`config.mk`:
```
export PLATFORM = sky130hd
export DESIGN_NAME = asp_serial_port
export DESIGN_NICKNAME = d
export VERILOG_FILES = /design/src/verilog/asp_pkg.sv /design/src/verilog/asp_stream_if.sv /design/src/verilog/asp_fifo2.sv /design/src/verilog/asp_serial_port.sv
export SDC_FILE = /design/constraint.sdc
export NUM_CORES = 1
export LEC_CHECK = 0
export BUFFER_PORTS_ARGS = -buffer_cell sky130_fd_sc_hd__clkbuf_2
export CAP_MARGIN = 20
export CORE_MARGIN = 1
export CORE_UTILIZATION = 40
export DETAILED_ROUTE_END_ITERATION = 10
export HOLD_SLACK_MARGIN = 0.15
export MAX_ROUTING_LAYER = met4
export PLACE_DENSITY = 0.63
export SLEW_MARGIN = 20
export SYNTH_ARGS = -nofsm -noshare
export SYNTH_HDL_FRONTEND = slang
export SYNTH_SLANG_ARGS = --single-unit
```
`constraint.sdc`:
```
create_clock -name clk -period 2.15 [get_ports clk]
set_input_delay 0.1075 -clock clk [delete_from_list [all_inputs] [get_ports clk]]
set_output_delay 0.1075 -clock clk [all_outputs]
set_load 0.05 [all_outputs]
```
`src/verilog/asp_pkg.sv`:
```
/*
 * Constants and types shared by the serial port core and its buffer.
 * Assumes a single system clock; the baud timer sits outside this block.
 */
package asp_pkg;
    localparam logic [7:0] ASP_CTRL_ADDR  = 8'h98;
    localparam logic [7:0] ASP_DATA_ADDR  = 8'h99;
    localparam logic [7:0] ASP_CTRL_RESET = 8'h40;
    localparam logic [7:0] ASP_RDATA_NONE = 8'h00;
    localparam int         ASP_MODE_BIT   = 7;
    localparam int         ASP_SPARE_BIT  = 6;
    localparam int         ASP_MCE_BIT    = 5;
    localparam int         ASP_REN_BIT    = 4;
    localparam int         ASP_TB8_BIT    = 3;
    localparam int         ASP_RB8_BIT    = 2;
    localparam int         ASP_TI_BIT     = 1;
    localparam int         ASP_RI_BIT     = 0;
    localparam logic [3:0] ASP_LAST_DATA  = 4'h7;
    localparam logic [7:0] ASP_TMR_TOP    = 8'hFF;
    localparam logic [1:0] ASP_BUF_DEPTH  = 2'h2;

    typedef enum logic [2:0]
    {
        ASP_IDLE  = 3'h0,
        ASP_START = 3'h1,
        ASP_DATA  = 3'h2,
        ASP_NINTH = 3'h3,
        ASP_STOP  = 3'h4
    } asp_bit_state_type;

    typedef struct packed
    {
        logic [7:0]        ctrl;
        logic [7:0]        rx_latch;
        logic [7:0]        rdata;
        logic              sync1;
        logic              sync2;
        logic              rx_prev;
        logic              tx_phase;
        asp_bit_state_type tx_st;
        logic [7:0]        tx_sh;
        logic [3:0]        tx_cnt;
        logic              tx_out;
        logic [7:0]        rx_tmr;
        logic              rx_phase;
        asp_bit_state_type rx_st;
        logic [7:0]        rx_sh;
        logic [3:0]        rx_cnt;
        logic              rx_ninth;
    } asp_core_type;

    // Synchroniser and edge flops start at the idle line level, so reset makes no false start.
    localparam asp_core_type ASP_CORE_RESET = '{
        ctrl:    ASP_CTRL_RESET,
        sync1:   1'b1,
        sync2:   1'b1,
        rx_prev: 1'b1,
        tx_out:  1'b1,
        tx_st:   ASP_IDLE,
        rx_st:   ASP_IDLE,
        default: '0
    };
endpackage

```
`src/verilog/asp_stream_if.sv`:
```
/*
 * Byte stream with valid and ready between the port core and its buffer.
 * Assumes both ends run on the same clock.
 */
interface asp_stream_if;
    logic       valid;
    logic       ready;
    logic [7:0] data;

    modport src (output valid, output data, input ready);
    modport snk (input valid, input data, output ready);
endinterface

```
`src/verilog/asp_fifo2.sv`:
```
/*
 * Two-entry byte buffer with valid and ready on both sides.
 * Assumes the source holds valid and data until ready is seen.
 */
module asp_fifo2
    import asp_pkg::*;
(
    // Clock and reset.
    input  wire logic clk,
    input  wire logic rst_n,
    // Filling and draining sides.
    asp_stream_if.snk in_s,
    asp_stream_if.src out_s
);
    typedef struct packed
    {
        logic [1:0][7:0] mem;
        logic            wp;
        logic            rp;
        logic [1:0]      cnt;
    } asp_fifo_type;

    asp_fifo_type st_r;
    asp_fifo_type st_nxt;
    logic         push;
    logic         pop;

    assign in_s.ready  = (st_r.cnt != ASP_BUF_DEPTH);
    assign out_s.valid = (st_r.cnt != 2'h0);
    assign out_s.data  = st_r.mem[st_r.rp];
    assign push        = in_s.valid && in_s.ready;
    assign pop         = out_s.valid && out_s.ready;

    always_comb
    begin
        st_nxt = st_r;
        if (push)
        begin
            st_nxt.mem[st_r.wp] = in_s.data;
            st_nxt.wp           = ~st_r.wp;
        end
        if (pop)
        begin
            st_nxt.rp = ~st_r.rp;
        end
        if (push && !pop)
        begin
            st_nxt.cnt = st_r.cnt + 2'h1;
        end
        else if (pop && !push)
        begin
            st_nxt.cnt = st_r.cnt - 2'h1;
        end
    end

    always_ff @(posedge clk or negedge rst_n)
    begin
        if (!rst_n)
        begin
            st_r <= '0;
        end
        else
        begin
            st_r <= st_nxt;
        end
    end
endmodule

```
`src/verilog/asp_serial_port.sv`:
```
/*
 * Full-duplex asynchronous serial port with 8-bit and 9-bit frames,
 * a control register and a shared data location on the register port.
 * Assumes an external timer gives its clock tick, its overflow and its
 * reload byte on the system clock; the interrupt enable lives outside.
 */
// What this block does
// - Control bit 7 picks 8-bit or 9-bit frame format.
// - 8-bit frame: start, eight data bits LSB first, stop; ten bit times.
// - 9-bit frame: start, eight data bits, ninth bit, stop; eleven bit times.
// - Drive output pin, take input pin, both shifting LSB first.
// - Writing the data location queues that byte for sending; a write while the buffer is full is lost.
// - Transmit-done flag sets as the stop-bit time begins.
// - Reception happens only while receive enable is 1.
// - 8-bit: load byte, stop bit into bit 2, if flag clear and, with bit 5 set, stop ok.
// - Rejected character leaves buffer, ninth-bit field and flag alone.
// - On overrun the buffer keeps the first byte; later bits are lost.
// - 9-bit: sent ninth bit equals control bit 3.
// - 9-bit: store ninth bit; load if flag clear and filter passes.
// - Interrupt request when enabled and either done flag is set.
// - Receive-done flag sets when the stop bit of an accepted byte samples.
// - Hardware never clears the done flags; software does.
// - Control bit 6 always reads 1; writes are ignored.
// - Bit rate comes from overflows of an auto-reload timer.
// - Transmit and receive rates are overflows halved; receive timer separate.
// - Receive timer reloads when a start bit is seen.
// - Data writes go to transmit, reads give only the receive buffer.
module asp_serial_port
    import asp_pkg::*;
(
    // Clock and reset.
    input  wire logic       clk,
    input  wire logic       rst_n,
    // Register port.
    input  wire logic [7:0] sfr_addr,
    input  wire logic [7:0] sfr_wdata,
    input  wire logic       sfr_wr,
    input  wire logic       sfr_rd,
    output logic      [7:0] sfr_rdata,
    output logic            tx_buf_ready,
    // Baud timer.
    input  wire logic       timer_clk_tick,
    input  wire logic       timer_ovf,
    input  wire logic [7:0] baud_timer_reload_byte,
    // Interrupt.
    input  wire logic       irq_enable,
    output logic            irq_req,
    // Serial pins.
    input  wire logic       serial_in_pin,
    output logic            serial_out_pin
);
    ////////////////////////////////////////////////////////////////////////
    asp_core_type st_r;
    asp_core_type st_nxt;
    logic         tx_tick;
    logic         rx_ovf;
    logic         rx_sample;
    logic         mode9;
    logic         ctrl_wr;
    logic         rx_bit9;
    logic         rx_accept;

    asp_stream_if wr_s ();
    asp_stream_if rd_s ();

    ////////////////////////////////////////////////////////////////////////
    // Two entries let software queue two bytes behind the one being sent.
    asp_fifo2 u_tx_buf
    (
        .clk   (clk),
        .rst_n (rst_n),
        .in_s  (wr_s),
        .out_s (rd_s)
    );

    assign ctrl_wr    = sfr_wr && (sfr_addr == ASP_CTRL_ADDR);
    assign wr_s.valid = sfr_wr && (sfr_addr == ASP_DATA_ADDR);
    assign wr_s.data  = sfr_wdata;
    assign tx_buf_ready = wr_s.ready;

    assign mode9     = st_r.ctrl[ASP_MODE_BIT];
    assign tx_tick   = timer_ovf && st_r.tx_phase;
    assign rd_s.ready = (st_r.tx_st == ASP_IDLE) && tx_tick;
    assign rx_ovf    = timer_clk_tick && (st_r.rx_tmr == ASP_TMR_TOP);
    assign rx_sample = rx_ovf && st_r.rx_phase;
    assign rx_bit9   = mode9 ? st_r.rx_ninth : st_r.sync2;
    assign rx_accept = !st_r.ctrl[ASP_RI_BIT]
                       && (!st_r.ctrl[ASP_MCE_BIT] || rx_bit9);

    assign sfr_rdata      = st_r.rdata;
    assign serial_out_pin = st_r.tx_out;
    assign irq_req = irq_enable
                     && (st_r.ctrl[ASP_TI_BIT] || st_r.ctrl[ASP_RI_BIT]);

    ////////////////////////////////////////////////////////////////////////
    always_comb
    begin
        st_nxt         = st_r;
        st_nxt.sync1   = serial_in_pin;
        st_nxt.sync2   = st_r.sync1;
        st_nxt.rx_prev = st_r.sync2;
        if (ctrl_wr)
        begin
            st_nxt.ctrl = sfr_wdata;
        end
        if (sfr_rd)
        begin
            if (sfr_addr == ASP_CTRL_ADDR)
            begin
                st_nxt.rdata                = st_r.ctrl;
                st_nxt.rdata[ASP_SPARE_BIT] = 1'b1;
            end
            else if (sfr_addr == ASP_DATA_ADDR)
            begin
                st_nxt.rdata = st_r.rx_latch;
            end
            else
            begin
                st_nxt.rdata = ASP_RDATA_NONE;
            end
        end
        // Transmit side: one bit per second timer overflow.
        if (timer_ovf)
        begin
            st_nxt.tx_phase = ~st_r.tx_phase;
        end
        if (tx_tick)
        begin
            case (st_r.tx_st)
                ASP_IDLE:
                begin
                    if (rd_s.valid)
                    begin
                        st_nxt.tx_sh  = rd_s.data;
                        st_nxt.tx_out = 1'b0;
                        st_nxt.tx_st  = ASP_START;
                    end
                end
                ASP_START:
                begin
                    st_nxt.tx_out = st_r.tx_sh[0];
                    st_nxt.tx_sh  = st_r.tx_sh >> 1;
                    st_nxt.tx_cnt = 4'h0;
                    st_nxt.tx_st  = ASP_DATA;
                end
                ASP_DATA:
                begin
                    if (st_r.tx_cnt == ASP_LAST_DATA)
                    begin
                        if (mode9)
                        begin
                            st_nxt.tx_out = st_r.ctrl[ASP_TB8_BIT];
                            st_nxt.tx_st  = ASP_NINTH;
                        end
                        else
                        begin
                            st_nxt.tx_out = 1'b1;
                            st_nxt.tx_st  = ASP_STOP;
                            st_nxt.ctrl[ASP_TI_BIT] = 1'b1;
                        end
                    end
                    else
                    begin
                        st_nxt.tx_out = st_r.tx_sh[0];
                        st_nxt.tx_sh  = st_r.tx_sh >> 1;
                        st_nxt.tx_cnt = st_r.tx_cnt + 4'h1;
                    end
                end
                ASP_NINTH:
                begin
                    st_nxt.tx_out = 1'b1;
                    st_nxt.tx_st  = ASP_STOP;
                    st_nxt.ctrl[ASP_TI_BIT] = 1'b1;
                end
                default:
                begin
                    st_nxt.tx_st = ASP_IDLE;
                end
            endcase
        end
        // Receive side: the timer copy runs at twice the bit rate, so
        // the first overflow after the reload and every second one after it land mid-bit.
        if (timer_clk_tick)
        begin
            st_nxt.rx_tmr = rx_ovf ? baud_timer_reload_byte
                                   : st_r.rx_tmr + 8'h01;
        end
        if (rx_ovf)
        begin
            st_nxt.rx_phase = ~st_r.rx_phase;
        end
        case (st_r.rx_st)
            ASP_IDLE:
            begin
                if (st_r.ctrl[ASP_REN_BIT] && st_r.rx_prev && !st_r.sync2)
                begin
                    st_nxt.rx_tmr   = baud_timer_reload_byte;
                    st_nxt.rx_phase = 1'b1;
                    st_nxt.rx_st    = ASP_START;
                end
            end
            ASP_START:
            begin
                if (rx_sample)
                begin
                    // A start bit gone high at mid-bit was a glitch.
                    st_nxt.rx_st  = st_r.sync2 ? ASP_IDLE : ASP_DATA;
                    st_nxt.rx_cnt = 4'h0;
                end
            end
            ASP_DATA:
            begin
                if (rx_sample)
                begin
                    st_nxt.rx_sh = {st_r.sync2, st_r.rx_sh[7:1]};
                    st_nxt.rx_cnt = st_r.rx_cnt + 4'h1;
                    if (st_r.rx_cnt == ASP_LAST_DATA)
                    begin
                        st_nxt.rx_st = mode9 ? ASP_NINTH : ASP_STOP;
                    end
                end
            end
            ASP_NINTH:
            begin
                if (rx_sample)
                begin
                    st_nxt.rx_ninth = st_r.sync2;
                    st_nxt.rx_st    = ASP_STOP;
                end
            end
            default:
            begin
                if (rx_sample)
                begin
                    st_nxt.rx_st = ASP_IDLE;
                    // A busy latch keeps the older byte on overrun.
                    if (rx_accept)
                    begin
                        st_nxt.rx_latch         = st_r.rx_sh;
                        st_nxt.ctrl[ASP_RB8_BIT] = rx_bit9;
                        st_nxt.ctrl[ASP_RI_BIT]  = 1'b1;
                    end
                end
            end
        endcase
        if (!st_r.ctrl[ASP_REN_BIT])
        begin
            st_nxt.rx_st = ASP_IDLE;
        end
    end

    always_ff @(posedge clk or negedge rst_n)
    begin
        if (!rst_n)
        begin
            st_r <= ASP_CORE_RESET;
        end
        else
        begin
            st_r <= st_nxt;
        end
    end
endmodule

```
==> impl_metrics.csv <==
group,metric,value,unit
run_status,status,"complete, no violations",
route,routed_wire_length_per_instance,15.1,um
logic_synthesis,async_reset_ff_frac,1.00,
route,initialDrtViolationCount,112,
worst_setup_path,endpoint,"st_r[58]",
worst_setup_path,worstPathCellList,"ha_2, nand2_2, or3_4, inv_4, ha_4, nand3b_1, a21oi_4, mux2_4",
floorplan,die_y,106,um
sta,hold_slack,0.267,ns
final_layout,area_delta_synth_final,22.9,%
logic_synthesis,synth-seq-area-share,0.514,
floorplan,row_count,37,
grt,antenna_found_initial,0,
logic_synthesis,synth_fp_nets,402,
logic_synthesis,synth.distinct_cells,63,
final_layout,postLayoutCellArea,5280,sq um
logic_synthesis,synth_top_flop_cell,"dfrtp_1",
hold_path,min_path_type,"in2reg",
final_layout,drive_gt1_frac,0.351,
sta,timing.fmax,0.476,GHz
sta,max_slew_margin,0.480,
worst_setup_path,setup.worst_path.start_class,"flip-flop",
clocking,cts_max_level,3,
worst_setup_path,reg2reg_to,"st_r[58]",
route,via_per_inst,5.24,
worst_setup_path,timing.rr.start,"st_r[18]",
grt,grt_max_degree,62,
grt,grt.overflow.total,0,
final_layout,multiInputGateArea,1980,sq um
placement,hpwlAfterDp,6260,um
worst_setup_path,crit_slowest_cell,"dfrtp_1",
logic_synthesis,syn_inst,364,
clocking,cts_buffer_depth,2,
sta,setup_viol,0,
floorplan,die_area,11200,sq um
grt,grt_pass1_vias,3091,
worst_setup_path,cp.arrival,2.34,ns
floorplan,core,10400,sq um
clocking,clock-root-buffer,"clkbuf_8",
final_layout,seqCellArea,2210,sq um
placement,pre_cts_ws,-0.0294,ns
worst_setup_path,endpoint_kind,"flip-flop",
placement,place_congestion,0.806,
final_layout,post-route-util,0.509,
worst_setup_path,max_stage_delay,0.36,ns
placement,io_buffers,42,
floorplan,die_w,106,um
route,vias,3103,
sta,layout_setup_ws,0.0496,ns
grt,grt_pass1_wl,15000,um
final_layout,layout.nets,489,
sta,final-max-slew-violation-count,0,
placement,place_area,4790,sq um
worst_setup_path,cp.required,2.38,ns
route,wl,8930,um
worst_setup_path,path_class,"reg2reg",
sta,finalHoldViolCount,0,
clocking,cts_tree,"done",
clocking,clock_sinks,88,
logic_synthesis,syn_avg_cell_area,11.8,sq um
sta,post-route-period-util,0.977,
sta,tightest_slew,0.780,ns
worst_setup_path,cp_max_fo,5,
worst_setup_path,crit_start,"st_r[18]",
route,firstDrtPassIters,4,
clocking,cts-buffers-inserted,9,
power_and_ir_drop,powerDensity,865,nW/um^2
route,drt.antenna.violating_nets,0,
power_and_ir_drop,p_leak,2.56,nW
floorplan,ios,43,
logic_synthesis,yosys_register_bits,88,
route,post-route-drc-count,0,
sta,post-route-min-period,2.10,ns
clocking,clk_latency,0.35,ns
logic_synthesis,synth_edf_count,0,
logic_synthesis,syn_area,4300,sq um
final_layout,fillers,949,
flow_run,max_cap_violations,0,
sta,grt_setup_unrepaired,"true",
hold_path,holdCritStartpoint,"sfr_addr[0]",
clocking,path_clk_slew,0.09,ns
floorplan,initial_core_util,0.414,
sta,skew,0.0121,ns
grt,grt_usage,0.174,
power_and_ir_drop,ir_drop,0.382,mV
worst_setup_path,r2r_slack,0.05,ns
final_layout,antenna_cells_inserted,0,
worst_setup_path,r2r_cells,8,
logic_synthesis,yosysWarnings,0,
[metrics by stage]
stage	total power, mW	instances	setup TNS [ns]
floorplan	2.95	364	-0.0562
global placement	3.37	549	0
detailed placement	3.41	549	-0.179
CTS	4.60	590	0
global route	4.85	592	-0.108
finish	4.57	592	0
[area by class of cell]
cell class,count,share of cell area
Sequential cell,88,0.418
Tap cell,136,0.0322
Clock inverter,7,0.0133
Clock buffer,9,0.0235
Timing Repair Buffer,97,0.129
Inverter,12,0.00900
Multi-Input combinational cell,243,0.375
[worst min path at each step]
stage	to	slack, ns	depth (start not counted)
2_1_floorplan	mode9	-0.19	0
3_3_place_gp	st_nxt[43]	0.20	1
3_5_place_dp	st_nxt[43]	0.20	1
4_1_cts	st_r[62]	0.27	5
5_1_grt	st_r[62]	0.29	5
6_report	st_r[62]	0.27	5
[critical path, delay by kind of cell, from the launching register on]
kind	cells	cell delay, ns
AO/OA/AOI/OAI	1	0.31
AND/OR/NAND/NOR	3	0.57
multiplexers	1	0.33
adder cells (fa/ha/maj)	2	0.33
flip-flops	1	0.36
buffers and inverters	1	0.07
[power breakdown]
part | switching (mW) | leakage, nW | internal (mW) | total [mW]
sequential | 0.229 | 1.16 | 1.89 | 2.12
clock | 0.588 | 0.0998 | 0.539 | 1.13
combinational | 0.688 | 1.30 | 0.628 | 1.32
[cells in the mapped netlist (all sizes together) (3+ instances only)]
cell type | instances | area, sq um
xor2 | 4 | 35.0
nand2 | 17 | 63.8
ha | 6 | 75.1
a32oi | 3 | 26.3
nand2b | 5 | 31.3
a22oi | 5 | 37.5
mux2 | 53 | 597
buf | 14 | 98.8
nand3b | 6 | 45.0
nor2b | 4 | 25.0
o21ai | 17 | 88.8
and3 | 3 | 18.8
clkbuf | 8 | 30.0
dfrtp | 84 | 2100
nand3 | 7 | 35.0
mux2i | 16 | 160
nand4 | 5 | 46.3
a22o | 7 | 61.3
xnor2 | 7 | 61.3
nor2 | 21 | 78.8
dfstp | 4 | 105
a21oi | 13 | 72.6
a31oi | 3 | 18.8
inv | 12 | 45.0
[cells by family (layout without fill, tap and decap cells)]
group           count (synthesis)  in the layout  synth area share
compound gates                 68             69             0.110
flops                          88             88             0.514
simple gates                   88             88             0.120
xor+xnor                       11             11            0.0224
fa+ha+maj                       6              6            0.0175
buf+inv                        34            125            0.0405
mux                            69             69             0.176
[per-layer routing]
layer  vias to the layer above  routed length (um)  global-route usage
met5                         -                   0                   -
met4                         0                  73              0.0466
met3                         8                 309              0.0340
met2                        57                4220               0.282
met1                      1542                4330               0.223
li1                       1496                   -                   -
[flip-flops by register name (all words and copies together), names as in the netlist]
signal / flops
st_nxt: 2
mode9: 1
st_r: 56
serial_out_pin: 1
sfr_rdata: 8
u_tx_buf.st_r: 20
[cells in the final DEF (no fill, tap or decap), types with 5 or more instances in the layout]
master	n
nor2_1	21
mux2_2	45
nand2_1	16
nand3_1	7
xnor2_1	7
inv_1	11
o21ai_0	15
mux2_4	5
clkbuf_2	41
clkbuf_8	9
a22o_1	7
mux2i_1	16
buf_4	34
dlygate4sd3_1	22
nand3b_1	6
nand2b_1	5
a21oi_1	11
a22oi_1	5
dfrtp_1	84
[what timing repair did]
item | 4_1_cts | 5_1_grt
pin swaps | 0 | 4
setup buffers | 2 | 2
hold endpoints to repair | 92 | 0
cloned | 1 | 0
hold buffers | 22 | 0
endpoints found under the setup margin | 16 | 21
resized for setup | 2 | 9
Power figures use the tool's default switching activity.
